`src/hw/fbc_defines.svh`:
```
// Constants for the flash bus host controller.
`ifndef FBC_DEFINES_SVH
`define FBC_DEFINES_SVH
`define FBC_CLK_PERIOD_NS    20
`define FBC_ACCESS_NS        90
`define FBC_ACCESS_CYC \
   ((`FBC_ACCESS_NS + `FBC_CLK_PERIOD_NS - 1) / `FBC_CLK_PERIOD_NS)
`define FBC_WR_PULSE_NS      45
`define FBC_WR_PULSE_CYC \
   ((`FBC_WR_PULSE_NS + `FBC_CLK_PERIOD_NS - 1) / `FBC_CLK_PERIOD_NS)
`define FBC_RESET_PULSE_NS   500
`define FBC_RESET_PULSE_CYC \
   ((`FBC_RESET_PULSE_NS + `FBC_CLK_PERIOD_NS - 1) / `FBC_CLK_PERIOD_NS)
`define FBC_RESET_HIGH_NS    50
`define FBC_RESET_HIGH_CYC \
   ((`FBC_RESET_HIGH_NS + `FBC_CLK_PERIOD_NS - 1) / `FBC_CLK_PERIOD_NS)
`define FBC_READY_NS         20000
`define FBC_READY_CYC \
   ((`FBC_READY_NS + `FBC_CLK_PERIOD_NS - 1) / `FBC_CLK_PERIOD_NS)
`define FBC_UNLOCK_ADDR1     19'h00555
`define FBC_UNLOCK_ADDR2     19'h002AA
`define FBC_UNLOCK_DATA1     8'hAA
`define FBC_UNLOCK_DATA2     8'h55
`define FBC_CMD_RESET        8'hF0
`define FBC_CMD_AUTOSEL      8'h90
`define FBC_PROT_BIT         1
`define FBC_PROT_YES         8'h01
`define FBC_PROT_NO          8'h00
`endif

```
`src/hw/fbc_pkg.sv`:
```
// Types for the flash bus host controller.
package fbc_pkg;
   typedef enum logic [2:0] {
      FBC_OP_READ,
      FBC_OP_WRITE,
      FBC_OP_RESET,
      FBC_OP_ID_ENTER,
      FBC_OP_ID_EXIT,
      FBC_OP_PROT_CHECK
   } fbc_op_e;
endpackage : fbc_pkg

```
`src/hw/fbc_seq_if.sv`:
```
// Interface between the controller and its unlock sequence table.
`timescale 1ns/100ps
interface fbc_seq_if;
   logic [1:0]  idx;
   logic [18:0] addr;
   logic [7:0]  data;
   modport ctl (output idx, input addr, input data);
   modport rom (input idx, output addr, output data);
endinterface : fbc_seq_if

```
`src/hw/fbc_ctrl.sv`:
```
// Host-side controller that drives a parallel flash through its pins.
// Operation
// Device latches commands; host writes them.
// Read with select, gate low, strobe high.
// Deselect floats device data pins.
// Gate high floats device data pins.
// Write with strobe, select low, gate high.
// Plain reads need no command.
// Device starts in array read.
// Reset low aborts; host holds minimum pulse.
// Reset returns device to array read.
// Busy stays low until recovery ends.
// Host waits reset-high delay before reading.
// Host re-issues aborted program or erase; the controller only flags the abort on op_aborted and re-issues nothing.
// System reset resets the flash; sys_rst here leaves reset_n high, and only FBC_OP_RESET pulses it low.
// Identification sequence enables code reads.
// Protect verify returns 00H or 01H.
// Codes via qualifier or command sequence.
// Sector selected by upper address bits.
// Address on later fall, data earlier rise.
// Bad sequence returns device to array read.
// Command F0H leaves identification mode.
// High voltage given as qualifier outputs.
`timescale 1ns/100ps
`include "fbc_defines.svh"
module fbc_ctrl #(
   parameter int unsigned AW          = 19,
   parameter int unsigned READY_CYC   = `FBC_READY_CYC
) (
   // Clock and reset.
   input  wire logic          core_clk,
   input  wire logic          sys_rst,
   // User request port.
   input  wire logic          req_valid,
   output logic               req_ready,
   input  wire fbc_pkg::fbc_op_e req_op,
   input  wire logic [AW-1:0] req_addr,
   input  wire logic [7:0]    req_wdata,
   input  wire logic          req_hv,
   output logic               rsp_valid,
   output logic [7:0]         rsp_rdata,
   output logic               rsp_protected,
   output logic               id_mode,
   output logic               op_aborted,
   // Flash pins.
   output logic [AW-1:0]      address_input,
   input  wire logic [7:0]    data_pins_i,
   output logic [7:0]         data_pins_o,
   output logic               data_pins_oe,
   output logic               chip_sel_n,
   output logic               out_gate_n,
   output logic               wr_strobe_n,
   output logic               reset_n,
   input  wire logic          ready_busy_out,
   output logic               high_voltage_qualifier_reset,
   output logic               high_voltage_qualifier_id
);
   typedef enum logic [2:0] {
      ST_IDLE, ST_RD, ST_WR_SETUP, ST_WR_PULSE, ST_WR_HOLD,
      ST_RST_LOW, ST_RST_WAIT, ST_RST_HIGH
   } fbc_st_e;

   typedef struct packed {
      fbc_st_e        st;
      fbc_pkg::fbc_op_e op;
      logic [15:0]    cnt;
      logic [1:0]     seq_pos;
      logic [1:0]     seq_len;
      logic           seq_mode;
      logic [AW-1:0]  addr;
      logic [7:0]     wdata;
      logic [7:0]     rdata;
      logic           rsp;
      logic           prot;
      logic           id;
      logic           busy_seen;
      logic           aborted;
      logic           hv_id;
   } fbc_state_s;

   fbc_state_s s_r;
   fbc_state_s s_nxt;
   fbc_seq_if  seq ();

   fbc_seq_rom u_rom (
      .core_clk (core_clk),
      .sys_rst  (sys_rst),
      .seq      (seq)
   );

   function automatic logic [15:0] cyc16(input int unsigned n);
      cyc16 = 16'(n);
   endfunction : cyc16

   assign seq.idx = s_nxt.seq_pos;

   always_comb begin
      s_nxt     = s_r;
      s_nxt.rsp = 1'b0;
      unique case (s_r.st)
         ST_IDLE: begin
            if (req_valid) begin
               s_nxt.op    = req_op;
               s_nxt.addr  = req_addr;
               s_nxt.wdata = req_wdata;
               s_nxt.hv_id = req_hv;
               s_nxt.cnt   = '0;
               unique case (req_op)
                  fbc_pkg::FBC_OP_READ, fbc_pkg::FBC_OP_PROT_CHECK: begin
                     // A protection verify read needs its select bit high.
                     if (req_op == fbc_pkg::FBC_OP_PROT_CHECK) begin
                        s_nxt.addr[`FBC_PROT_BIT] = 1'b1;
                     end
                     s_nxt.st = ST_RD;
                  end
                  fbc_pkg::FBC_OP_WRITE: begin
                     s_nxt.seq_mode = 1'b0;
                     s_nxt.st       = ST_WR_SETUP;
                  end
                  fbc_pkg::FBC_OP_ID_ENTER: begin
                     s_nxt.seq_mode = 1'b1;
                     s_nxt.seq_pos  = 2'h0;
                     s_nxt.seq_len  = 2'h2;
                     s_nxt.st       = ST_WR_SETUP;
                  end
                  fbc_pkg::FBC_OP_ID_EXIT: begin
                     s_nxt.seq_mode = 1'b1;
                     s_nxt.seq_pos  = 2'h3;
                     s_nxt.seq_len  = 2'h3;
                     s_nxt.st       = ST_WR_SETUP;
                  end
                  fbc_pkg::FBC_OP_RESET: begin
                     s_nxt.busy_seen = ~ready_busy_out;
                     s_nxt.st        = ST_RST_LOW;
                  end
                  default: begin
                     s_nxt.st = ST_IDLE;
                  end
               endcase
            end
         end
         ST_RD: begin
            s_nxt.cnt = s_r.cnt + 16'h0001;
            if (s_r.cnt == cyc16(`FBC_ACCESS_CYC)) begin
               s_nxt.rdata = data_pins_i;
               s_nxt.prot  = (s_r.op == fbc_pkg::FBC_OP_PROT_CHECK) &&
                             (data_pins_i == `FBC_PROT_YES);
               s_nxt.rsp   = 1'b1;
               s_nxt.st    = ST_IDLE;
            end
         end
         ST_WR_SETUP: begin
            s_nxt.cnt = '0;
            // Table entries reach the pins one cycle before the strobe
            // falls, so the address is settled when the device takes it.
            if (s_r.seq_mode && s_r.cnt == 16'h0000) begin
               s_nxt.addr  = seq.addr;
               s_nxt.wdata = seq.data;
               s_nxt.cnt   = 16'h0001;
            end else begin
               s_nxt.st = ST_WR_PULSE;
            end
         end
         ST_WR_PULSE: begin
            s_nxt.cnt = s_r.cnt + 16'h0001;
            if (s_r.cnt == cyc16(`FBC_WR_PULSE_CYC - 1)) begin
               s_nxt.st = ST_WR_HOLD;
            end
         end
         ST_WR_HOLD: begin
            if (s_r.seq_mode && s_r.seq_pos != s_r.seq_len) begin
               s_nxt.seq_pos = s_r.seq_pos + 2'h1;
               s_nxt.cnt     = '0;
               s_nxt.st      = ST_WR_SETUP;
            end else begin
               if (s_r.op == fbc_pkg::FBC_OP_ID_ENTER) begin
                  s_nxt.id = 1'b1;
               end else if (s_r.op == fbc_pkg::FBC_OP_ID_EXIT) begin
                  s_nxt.id = 1'b0;
               end else if (s_r.wdata == `FBC_CMD_RESET) begin
                  s_nxt.id = 1'b0;
               end
               s_nxt.rsp = 1'b1;
               s_nxt.st  = ST_IDLE;
            end
         end
         ST_RST_LOW: begin
            s_nxt.cnt = s_r.cnt + 16'h0001;
            if (s_r.cnt == cyc16(`FBC_RESET_PULSE_CYC - 1)) begin
               s_nxt.cnt = '0;
               s_nxt.id  = 1'b0;
               s_nxt.aborted = s_r.busy_seen;
               s_nxt.st  = ST_RST_WAIT;
            end
         end
         ST_RST_WAIT: begin
            s_nxt.cnt = s_r.cnt + 16'h0001;
            if (ready_busy_out || s_r.cnt == cyc16(READY_CYC)) begin
               s_nxt.cnt = '0;
               s_nxt.st  = ST_RST_HIGH;
            end
         end
         ST_RST_HIGH: begin
            s_nxt.cnt = s_r.cnt + 16'h0001;
            if (s_r.cnt == cyc16(`FBC_RESET_HIGH_CYC - 1)) begin
               s_nxt.rsp = 1'b1;
               s_nxt.st  = ST_IDLE;
            end
         end
      endcase
   end

   always_ff @(posedge core_clk) begin
      if (sys_rst) begin
         s_r <= '0;
      end else begin
         s_r <= s_nxt;
      end
   end

   // Pin drive follows the state; the host floats data except in the write pulse and hold states.
   assign req_ready     = (s_r.st == ST_IDLE);
   assign rsp_valid     = s_r.rsp;
   assign rsp_rdata     = s_r.rdata;
   assign rsp_protected = s_r.prot;
   assign id_mode       = s_r.id;
   assign op_aborted    = s_r.aborted;
   assign address_input = s_r.addr;
   assign data_pins_o   = s_r.wdata;
   assign data_pins_oe  = (s_r.st == ST_WR_PULSE) ||
                          (s_r.st == ST_WR_HOLD);
   assign chip_sel_n    = ~((s_r.st == ST_RD) ||
                            (s_r.st == ST_WR_PULSE));
   assign out_gate_n    = ~(s_r.st == ST_RD);
   assign wr_strobe_n   = ~(s_r.st == ST_WR_PULSE);
   assign reset_n       = ~(s_r.st == ST_RST_LOW);
   assign high_voltage_qualifier_reset = 1'b0;
   assign high_voltage_qualifier_id    = (s_r.st == ST_RD) &&
                                         s_r.hv_id;
endmodule : fbc_ctrl

```
`src/hw/fbc_seq_rom.sv`:
```
// Registered table of the unlock write cycles.
`timescale 1ns/100ps
`include "fbc_defines.svh"
module fbc_seq_rom (
   // Clock and reset.
   input  wire logic core_clk,
   input  wire logic sys_rst,
   // Table port.
   fbc_seq_if.rom    seq
);
   typedef struct packed {
      logic [18:0] addr;
      logic [7:0]  data;
   } fbc_rom_s;
   fbc_rom_s st_r;
   fbc_rom_s st_nxt;

   always_comb begin
      st_nxt = st_r;
      unique case (seq.idx)
         2'h0: begin
            st_nxt.addr = `FBC_UNLOCK_ADDR1;
            st_nxt.data = `FBC_UNLOCK_DATA1;
         end
         2'h1: begin
            st_nxt.addr = `FBC_UNLOCK_ADDR2;
            st_nxt.data = `FBC_UNLOCK_DATA2;
         end
         2'h2: begin
            st_nxt.addr = `FBC_UNLOCK_ADDR1;
            st_nxt.data = `FBC_CMD_AUTOSEL;
         end
         2'h3: begin
            st_nxt.addr = 19'h00000;
            st_nxt.data = `FBC_CMD_RESET;
         end
      endcase
   end

   always_ff @(posedge core_clk) begin
      if (sys_rst) begin
         st_r <= '0;
      end else begin
         st_r <= st_nxt;
      end
   end

   assign seq.addr = st_r.addr;
   assign seq.data = st_r.data;
endmodule : fbc_seq_rom

```
`config.mk`:
```
export PLATFORM = sky130hd
export DESIGN_NAME = fbc_ctrl
export DESIGN_NICKNAME = d
export VERILOG_FILES = /design/src/hw/fbc_pkg.sv /design/src/hw/fbc_seq_if.sv /design/src/hw/fbc_ctrl.sv /design/src/hw/fbc_seq_rom.sv
export VERILOG_INCLUDE_DIRS = /design/src /design/src/hw
export SDC_FILE = /design/constraint.sdc
export NUM_CORES = 1
export LEC_CHECK = 0
export BUFFER_PORTS_ARGS = -buffer_cell sky130_fd_sc_hd__buf_4
export CAP_MARGIN = 20
export CORE_MARGIN = 5
export CORE_UTILIZATION = 35
export CTS_BUF_LIST = sky130_fd_sc_hd__clkbuf_8
export CTS_CLUSTER_DIAMETER = 200
export DETAILED_ROUTE_END_ITERATION = 8
export GPL_TIMING_DRIVEN = 0
export PLACE_DENSITY_LB_ADDON = 0.2
export SYNTH_ARGS = -nofsm -noshare
export SYNTH_HDL_FRONTEND = slang
export SYNTH_SLANG_ARGS = --single-unit
```
`constraint.sdc`:
```
create_clock -name core_clk -period 6.2 [get_ports core_clk]
set_input_delay 0.93 -clock core_clk [delete_from_list [all_inputs] [get_ports core_clk]]
set_output_delay 0.93 -clock core_clk [all_outputs]
set_load 0.01 [all_outputs]
```
After elaboration in Yosys (flattened, before gate mapping)
Index checks and enable logic that the tools add are counted.

word-level totals
  bits in registers = 95
  latch bits = 0
  bits in writable memories = 0
  bits in read-only memories = 0
  logic and storage cells = 122
  memories kept = 0

operators by class
  add/subtract/negate cells = 2
  $mul = 0
  div/mod/pow operators = 0
  order comparisons = 0
  equal/unequal tests = 36
  shifts and indexed selects = 0
  multiplexer cells = 33
  bitwise operators = 5
  reductions and logical operators = 29

operator list
  operator                 number
  $pmux W27 S4             1
  $pmux W16 S6             1
  $mux W54                 1
  $pmux W27 S2             1
  $mux W16                 2
  $mux W27                 1
  $eq A3 B3 Y1 const B     8
  $pmux W3 S8              1
  $ne A2 B2 Y1 const B     10
  $mux W18                 1
  $mux W3                  6
  $add A16 B1 Y16 const B  1
  $eq A16 B10 Y1 const B   1
  $eq A16 B2 Y1 const B    1
  $eq A16 B3 Y1 const B    1
  $eq A16 B5 Y1 const B    1
  $logic_not A16 Y1        1
  $eq A3 B2 Y1 const B     5
  $reduce_and A3 Y1        4
  $mux W1                  10
  $pmux W3 S3              1
  $eq A8 B1 Y1 const B     1
  $eq A8 B8 Y1 const B     1
  $pmux W4 S2              1
  other kinds (21)         43

Depth between registers and ports, before layout
Gate-level depths: netlist of run 1.

  word-level depth = 7
  mapped depth = 9
  depth with buffers taken out = 8

Modules after synthesis
A second synthesis of run 1 with hierarchy kept.

second synthesis, totals
  cell total of the unflattened synthesis = 533
  area total of the unflattened synthesis = 4,286.6 um2

by module, submodules not included
  module       instances  cells an instance  area each (um2)  sequential area each (um2)
  fbc_ctrl     1          489                3,868.7          1,361.3
  fbc_seq_rom  1          44                 417.9            140.1

Worst setup path before layout of run 1
No wires, ideal clock.

  path kind = in2reg
  start = in req_valid
  end = reg u_rom.st_r, in the netlist u_rom.seq.data[6]
  setup time = 0.058 ns
  arrival = 2.625 ns
  data required time = 6.142 ns
  path slack = 3.517 ns
  stages on the path = 9
  buffers on the path = 1
  cell sequence = clkbuf_1 > nor4bb_1 > a2bb2oi_1 > o22ai_1 > a21oi_1 > inv_1 > ha_1 > nor2_1 > o21a_1

RTL lines
  what                  RTL line           RTL
  from (decl)           fbc_ctrl.sv:34     input wire logic req_valid,
  to (signal assigned)  fbc_seq_rom.sv:44  st_r <= st_nxt;
  to (decl)             fbc_seq_rom.sv:15  fbc_rom_s st_r;

==> results of run 1 <==
## tightest hold or removal path: cells and delay by family, from the launching register on
kind               cells  cell delay, ps
AOI/OAI and AO/OA      1              70
DFF                    1             300
and+or+nand+nor        1              50
## worst max-delay path by stage
stage	from	endpoint	slack, ps	depth (start not counted)
final	req_valid	u_rom.seq.data[6]	3200	10
after global routing	req_valid	u_rom.seq.data[6]	3030	10
after CTS	req_valid	u_rom.seq.data[6]	3240	10
after detailed placement	req_valid	u_rom.seq.data[6]	2920	10
after global placement	req_valid	u_rom.seq.data[6]	2990	10
after floorplan	req_valid	u_rom.seq.data[6]	3520	9
## per-stage QoR
step / util [%] / hold slack, ps / setup WS (ps)
floorplan: - / 432 / 3520
global placement: 43.4 / 440 / 2990
detailed placement: 43.4 / 446 / 2920
CTS: 45.2 / 456 / 3240
global route: 45.2 / 471 / 3030
finish: 45.2 / 452 / 3200
## power by group through the flow
stage / Clock (uW) / Sequential [uW] / Combinational, uW
global route: 412 / 545 / 303
finish: 374 / 540 / 273
CTS: 388 / 540 / 275
floorplan: 0 / 544 / 172
detailed placement: 0 / 552 / 274
global placement: 0 / 550 / 271
## cell usage after synthesis (all sizes together) (9+ instances only)
cell and n:
o21ai 11, inv 12, nor2 65, nor3 12, nor2b 10, dfxtp 75
clkbuf 14, ha 9, xnor2 10, buf 46, a21oi 28, nand3 18
mux2i 9, nand2 47, a211oi 22
## layer usage
| metal | GRT usage (%) | routed length [um] | vias to the layer above |
|---|---|---|---|
| met4 | 6.34 | 201 | 0 |
| met5 | 0 | 0 | - |
| li1 | - | - | 1832 |
| met1 | 21.4 | 4880 | 1689 |
| met3 | 3.13 | 776 | 16 |
| met2 | 25.5 | 4870 | 120 |
## cells by family after synthesis
family	after synthesis
compound gates	98
xor+xnor	14
fa+ha+maj	9
buf+inv	72
flops	75
mux	9
other cells	1
simple gates	197
## sequential cells by signal (all words and copies together) (netlist names)
| register | flops |
|---|---|
| s_r | 29 |
| address_input | 19 |
| data_pins_o | 8 |
| rsp_rdata | 8 |
| u_rom.seq.data | 6 |
| id_mode | 1 |
| op_aborted | 1 |
| rsp_protected | 1 |
| rsp_valid | 1 |
| u_rom.seq.addr | 1 |
## area by class of cell
type / count / area, um^2
repair buffers: 87 / 653
clock buffers: 10 / 138
flip-flops and latches: 75 / 1500
multi-input cells: 328 / 1980
clock inverters: 6 / 56.3
plain buffers: 60 / 370
inverters: 12 / 45.0
fillers: 1118 / 5970
well taps: 140 / 175
## placed cells by master (no fill, tap or decap), types with 4 or more instances in the layout
cell / n
xnor2_1: 10
buf_2: 8
and3b_1: 4
o31ai_1: 4
nor2b_1: 10
nand2b_1: 4
clkbuf_1: 14
dfxtp_1: 75
a311oi_1: 4
a31oi_1: 4
a21oi_1: 28
inv_1: 13
mux2i_1: 9
o21ai_0: 11
nand2_1: 47
a211oi_1: 22
buf_4: 123
clkbuf_8: 10
nor3_1: 11
ha_1: 9
nand4_1: 5
and3_1: 4
nor2_1: 65
nand3_1: 18
xor2_1: 4
==> impl_metrics.tcl, run 1 <==
set metrics [dict create \
    clkSlewWorstSetupHoldPaths_ps 80 \
    crit_path_cell_trace "buf_4 > clkbuf_1 > nor4bb_1 > a2bb2oi_1 > o22ai_1 > a21oi_1 > inv_1 > ha_1 > nor2_1 > o21a_1" \
    place_area_um2 4720 \
    yosys.area_share.adder_pct 2.89 \
    crit_buf_inv 3 \
    cts_htree_levels 3 \
    hold_viol 0 \
    synth.distinct_cells 57 \
    cts_tree "built" \
    ys_warn_count 0 \
    setup_viol 0 \
    portBuffers 87 \
    grt_max_degree 13 \
    r2r_cells 8 \
    cts_root_buf "clkbuf_8" \
    grt_first_pass_wirelength_mm 16.8 \
    required_ps 6500 \
    first_pass_iters 5 \
    drive_gt1_share_pct 26.8 \
    grt_pass1_vias 3345 \
    power.density_nw_per_um2 241 \
    vias 3657 \
    syn-num-nets 527 \
    wl_mm 10.7 \
    postLayoutCellArea_um2 4920 \
    rr_endpoint "address_input[18]" \
    max_freq_ghz 0.333 \
    crit_path_end_kind "flop" \
    pwr-share-comb_pct 23.0 \
    min_path_type "reg2reg" \
    switching_power_uw 350 \
    core_area_um2 10900 \
    ys_seq_area_share_pct 38.5 \
    start_kind "input port" \
    ys_top_cells_by_area "dfxtp_1 39%, buf_4 6.9%, nor2_1 6.3%" \
    seqPwrFrac_pct 45.5 \
    hold_depth 2 \
    rr_startpoint "s_r[46]" \
    fin_nets 625 \
    synth_top_area_share_pct 38.5 \
    syn_area_per_cell_um2 8.20 \
    synth_largest_area_cell "dfxtp_1" \
    maxSlewViolCount 0 \
    cp_slowest_cell "nor4bb_1" \
    synth_top_family_by_area "simple AND/OR/NAND/NOR gates" \
    synth-compound-area-share_pct 17.0 \
    r2r_setup_slack_ps 3780 \
    ir_worst_vdd_v 0.000127 \
    antenna_found_initial 0 \
    critPathMaxStageDelay_ps 580 \
    synth.area.mux_share_pct 2.31 \
    worstMarginPinSlew_ps 815 \
    worstHoldStart "u_rom.seq.data[5]" \
    ys_seq_elements 75 \
    dp_cells 702 \
    p_clk_share_pct 31.5 \
    cts_buffer_depth 2 \
    path_class "in2reg" \
    cp_top_family "compound AO/OA/AOI/OAI gates" \
    grt_usage_pct 16.0 \
    die-area_um2 13300 \
    drtIter0Drc 219 \
    p_leak_uw 0.00210 \
    netlist_area_um2 3900 \
    cts_hold_buf 0 \
    synthCells 475 \
    rsz0062_at_grt "false" \
    crit_fanout 10 \
    synth_edf_count 0 \
    insertedDiodeCount 0 \
    clk_latency_ps 350 \
    ys.flop_type "dfxtp_1" \
    rows 38 \
    detail_route.wl_per_cell_um 14.9 \
    fin_skew_ps 8.66 \
    p_int_uw 837 \
    ios 90 \
    synth_xor_area_share_pct 3.15 \
    synthArstFlopShare_pct 0 \
    fp.dieH_um 116 \
    gp_congestion 0.889 \
    min_period_over_period_pct 48.4 \
    cts_buffers 9 \
    hpwl_mm 8.20 \
    yosys.area_share.simple_pct 25.4 \
    ctsResizeCount 0 \
    layout.cells.non_filler 718 \
    syn_to_final_growth_pct 26.2 \
    routed_via_density 5.09 \
    maxCapViolations 0 \
    drc 0 \
    power.total_uw 1190 \
    critPathArrivalTime_ps 3300 \
    initial_core_util_pct 35.8 \
    slew-limit-headroom_pct 45.4 \
    swShare_pct 29.5 \
    holdPathEnd "data_pins_o[5]" \
    die_w_um 116 \
    ant_nets 0 \
    fin_crit_ps 3000 \
    grt_overflow_total 0 \
    cts_setup_buffers 0 \
    cts_sinks 75 \
    fin_setup_tns_ps 0 \
    outcome "finished clean" \
]
No activity file was read; power rests on OpenSTA's default activity.
==> run 2: changes to the inputs <==
ABC_AREA = 1   (was not set)
clock period = 2.87 ns   (was 6.2 ns; I/O delays follow)
==> run 2 against run 1 <==
Against the previous run: core utilization fell by 0.55 points; global-route usage shrank 0.44 points; register-to-register slack worse by 3000 ps; sequential share of layout area shrank 1.1 points; sequential power grew to 2.6 times the previous value; final cell count is 18% higher; worst setup slack worse by 2400 ps; critical path depth increased by 3; die area increased by 4.0%; clock skew increased by 8.4 ps; critical path type is now reg2reg.
==> impl_metrics.tcl, run 2 <==
set metrics [dict create \
    cp_slowest_cell "dfxtp_1" \
    grt_usage_pct 15.6 \
    start_kind "flop" \
    drive_gt1_share_pct 24.2 \
    gp_congestion 0.869 \
    drtIter0Drc 388 \
    p_int_uw 2400 \
    ir_worst_vdd_v 0.000341 \
    nFillCells 1190 \
    p_leak_uw 0.00236 \
    wl_mm 11.0 \
    first_pass_iters 5 \
    initial_core_util_pct 35.6 \
    max_freq_ghz 0.486 \
    maxCapViolations 0 \
    synth_largest_area_cell "dfxtp_1" \
    swShare_pct 41.5 \
    ios 90 \
    crit_path_cell_trace "nor2_4 > inv_2 > nor2_4 > nand2_2 > inv_2 > nand2_2 > nand2_1 > a21oi_1 > nand2_1 > inv_1 > ha_1 > nor2_1 > o21a_1" \
    netlist_area_um2 4070 \
    grt_max_degree 17 \
    pwr-share-comb_pct 45.8 \
    setup_viol 0 \
    routed_via_density 4.73 \
    core_area_um2 11400 \
    cts_buffers 9 \
    fin_skew_ps 17.1 \
    final_cell_mix "139 x nand2_1, 123 x buf_4, 80 x nor2_1" \
    die-area_um2 13900 \
    switching_power_uw 1710 \
    p_clk_share_pct 19.5 \
    ant_nets 0 \
    cts_hold_buf 0 \
    synthArstFlopShare_pct 0 \
    synth.most_common_cell "nand2_1" \
    required_ps 3180 \
    synth.distinct_cells 38 \
    top_register "s_r" \
    ctsResizeCount 0 \
    critPathMaxStageDelay_ps 400 \
    cts_setup_buffers 0 \
    antenna_found_initial 0 \
    clkSlewWorstSetupHoldPaths_ps 90 \
    cts_buffer_depth 2 \
    syn_area_per_cell_um2 6.79 \
    clk_latency_ps 360 \
    place_area_um2 4900 \
    hold_viol 0 \
    ys_seq_area_share_pct 36.9 \
    syn-num-nets 651 \
    seqPwrFrac_pct 34.7 \
    fp.dieH_um 118 \
    final_common_cell "nand2_1" \
    fin_nets 749 \
    portBuffers 87 \
    path_class "reg2reg" \
    cts_htree_levels 3 \
    grt_pass1_vias 3668 \
    hpwl_mm 8.39 \
    fin_crit_ps 2060 \
    slew-limit-headroom_pct 64.6 \
    fin_setup_tns_ps 0 \
    synthCells 599 \
    r2r_cells 13 \
    detail_route.wl_per_cell_um 13.0 \
    die_w_um 118 \
    ys_top_cells_by_area "dfxtp_1 37%, nand2_1 13%, nor2_1 7.4%" \
    rsz0062_at_grt "false" \
    insertedDiodeCount 0 \
    synth_edf_count 0 \
    syn_to_final_growth_pct 25.2 \
    maxSlewViolCount 0 \
    worstMarginPinSlew_ps 527 \
    vias 3993 \
    cp.depth 13 \
    cp_top_family "simple AND/OR/NAND/NOR gates" \
    hold_depth 2 \
    synth_top_area_share_pct 36.9 \
    cts_root_buf "clkbuf_8" \
    outcome "finished clean" \
    power.density_nw_per_um2 807 \
    critPathArrivalTime_ps 2370 \
    drc 0 \
    cts_sinks 75 \
    grt_first_pass_wirelength_mm 18.1 \
    rows 39 \
    crit_path_end_kind "flop" \
    largest_register_ffs 29 \
    min_period_over_period_pct 71.7 \
    ys_warn_count 0 \
    postLayoutCellArea_um2 5090 \
    ys_seq_elements 75 \
    cts_tree "built" \
    grt_overflow_total 0 \
    synth_common_cells "139 x nand2_1, 80 x nor2_1, 75 x dfxtp_1" \
    ys.flop_type "dfxtp_1" \
    crit_fanout 8 \
    min_path_type "in2reg" \
    crit_buf_inv 3 \
]
[run 2: cell count changes in the layout (fill, tap and decap cells not counted), moves of 15 or more]
cell / previous run / this run
o21ai_0: 11 / 42
a31oi_1: 4 / 19
a211oi_1: 22 / 1
nor2_1: 65 / 80
inv_1: 13 / 60
nand2_1: 47 / 139
[run 2: per-stage QoR]
stage               setup WS [ps]  power (uW)  hold WS [ps]  instances  utilization (%)
floorplan                    1080        2710           430        599                -
global placement              822        3310           441        829             42.9
detailed placement            792        3340           451        829             42.9
CTS                           793        4150           275        845             44.6
global route                  604        4430           275        845             44.6
finish                        811        4110           285        845             44.6
[run 2: final timing paths]
kind	start	endpoint	slack (ps)
setup / recovery	s_r[65]	u_rom.seq.data[6]	810
hold / removal	ready_busy_out	s_r[2]	280
hold reg to reg	op_aborted	op_aborted	460
setup reg to reg	s_r[65]	u_rom.seq.data[6]	810
[run 2: layer usage]
layer	vias to the layer above	track usage [%]	part of all wire, %
met4	0	4.23	0.71
li1	2075	-	-
met2	140	23.3	43
met5	-	0	0
met3	5	3.46	6.7
met1	1773	22.5	50
[run 2: power groups by stage]
stage	clock network [uW]	logic (uW)	registers (uW)
final	802	1880	1430
after global routing	878	2100	1450
after CTS	821	1910	1420
after detailed placement	0	1900	1450
after global placement	0	1870	1440
after floorplan	0	1300	1410
[run 2: cells by family after synthesis]
logic type / Yosys count / share of synthesized area, %
xor+xnor: 5 / 1.08
other cells: 1 / 0.0922
buf+inv: 117 / 15.0
fa+ha+maj: 9 / 2.77
compound gates: 106 / 14.1
flops: 75 / 36.9
simple gates: 286 / 30.1
[run 2: cell type report]
class                   count  area [um^2]  share of cell area [%]
inverters                  66          248                    4.86
plain buffers              51          362                    7.10
clock inverters             7         70.1                    1.38
repair buffers             87          653                    12.8
well taps                 143          179                    3.51
clock buffers               9          124                    2.43
multi-input cells         407         1960                    38.4
flip-flops and latches     75         1500                    29.5
==> run 3: changes to the inputs <==
clock period = 2.2 ns   (was 2.87 ns; I/O delays follow)
==> run 3 against run 2 <==
Against the previous run: die area stayed put; core utilization grew 0.20 points; sequential power up 30%; highest routed layer unchanged; routed wire length increased by 0.42%; largest cell class unchanged; first-iteration DRC count unchanged; via count increased by 0.43%; global-route usage unchanged; final cell count is 0.24% higher; clock-buffer cell count stayed put.
==> impl_metrics.tcl, run 3 (synthesized netlist as in run 2, its figures left out) <==
set metrics [dict create \
    largest_register_ffs 29 \
    drive_gt1_share_pct 24.6 \
    first_pass_iters 5 \
    wl_mm 11.0 \
    grt_overflow_total 0 \
    antenna_found_initial 0 \
    cp_slowest_cell "dfxtp_1" \
    fin_nets 751 \
    fp.dieH_um 118 \
    dp_cells 829 \
    insertedDiodeCount 0 \
    worstMarginPinSlew_ps 508 \
    clk_latency_ps 360 \
    outcome "finished clean" \
    grt_pass1_vias 3668 \
    grt_first_pass_wirelength_mm 18.1 \
    portBuffers 87 \
    start_kind "flop" \
    seqPwrFrac_pct 34.2 \
    syn_to_final_growth_pct 25.8 \
    layout.cells.non_filler 847 \
    cts_htree_levels 3 \
    routed_via_density 4.73 \
    hold_viol 0 \
    gp_congestion 0.869 \
    power.density_nw_per_um2 1060 \
    p_clk_share_pct 19.2 \
    drtIter0Drc 388 \
    path_class "reg2reg" \
    fin_crit_ps 2050 \
    crit_buf_inv 3 \
    die-area_um2 13900 \
    p_int_uw 3180 \
    cts_tree "built" \
    required_ps 2510 \
    critPathArrivalTime_ps 2350 \
    ios 90 \
    hpwl_mm 8.39 \
    maxCapViolations 0 \
    cts_buffers 9 \
    p_leak_uw 0.00238 \
    detail_route.wl_per_cell_um 13.0 \
    vias 4010 \
    grt_max_degree 17 \
    maxSlewViolCount 0 \
    rows 39 \
    drc 0 \
    regArea_um2 1500 \
    ant_nets 0 \
    switching_power_uw 2250 \
    top_register "s_r" \
    slew-limit-headroom_pct 65.8 \
    setup_viol 0 \
    critPathMaxStageDelay_ps 390 \
    final_common_cell "nand2_1" \
    crit_fanout 8 \
    fin_skew_ps 16.8 \
    initial_core_util_pct 35.6 \
    cts_buffer_depth 2 \
    cts_root_buf "clkbuf_8" \
    core_area_um2 11400 \
    place_area_um2 4900 \
    final_cell_mix "139 x nand2_1, 125 x buf_4, 79 x nor2_1" \
    swShare_pct 41.4 \
    max_freq_ghz 0.488 \
    multi_input_area_um2 1970 \
    crit_path_cell_trace "nor2_4 > inv_2 > nor2_4 > nand2_4 > inv_2 > nand2_2 > nand2_1 > a21oi_1 > nand2_1 > inv_1 > ha_1 > nor2_1 > o21a_1" \
    min_period_over_period_pct 93.1 \
    cp_top_family "simple AND/OR/NAND/NOR gates" \
    holdWs_ps 186 \
    pwr-share-comb_pct 46.6 \
    postLayoutCellArea_um2 5120 \
    ir_worst_vdd_v 0.000445 \
    nFillCells 1187 \
    fin_setup_tns_ps 0 \
    grt_usage_pct 15.6 \
    cts_sinks 75 \
    clkSlewWorstSetupHoldPaths_ps 90 \
    crit_path_end_kind "flop" \
    die_w_um 118 \
    min_path_type "in2reg" \
]
## run 3: final cells by class
type	instances	area share (%)
plain buffers	51	7.07
clock buffers	9	2.42
clock inverters	7	1.37
inverters	66	4.84
multi-input cells	407	38.4
flip-flops and latches	75	29.3
well taps	143	3.50
repair buffers	89	13.1
## run 3: through the flow
step           worst slack, ps  util (%)  total power [uW]
2_1_floorplan              409         -              3540
3_3_place_gp               152      42.9              4320
3_5_place_dp               132      42.9              4360
4_1_cts                    123      44.6              5410
5_1_grt                  -21.2      44.8              5860
6_report                   152      44.8              5440
## run 3: layer usage
metal  up-vias  part of all wire, %  global-route usage [%]
met5         -                    0                       0
met4         0                  1.1                    4.23
met3         7                  6.3                    3.46
met2       140                   42                    23.3
met1      1784                   50                    22.5
li1       2079                    -                       -
## run 3: final timing paths
path                  start                 to  slack [ps]  cells past startpoint
max                 s_r[66]  u_rom.seq.data[6]         150                     13
min          ready_busy_out             s_r[2]         190                      2
max reg2reg         s_r[66]  u_rom.seq.data[6]         150                     13
min reg2reg      op_aborted         op_aborted         460                      2
## run 3: power by group through the flow
stage | logic, uW | clock network [uW] | registers, uW
after floorplan | 1700 | 0 | 1840
after global placement | 2440 | 0 | 1880
after detailed placement | 2470 | 0 | 1890
after CTS | 2490 | 1070 | 1860
after global routing | 2820 | 1150 | 1890
final | 2540 | 1040 | 1860
## run 3: repair_timing
action	in CTS	in global routing
setup buffers	0	2
setup endpoints to repair	0	1
resized for setup	0	2
hold buffers	0	0
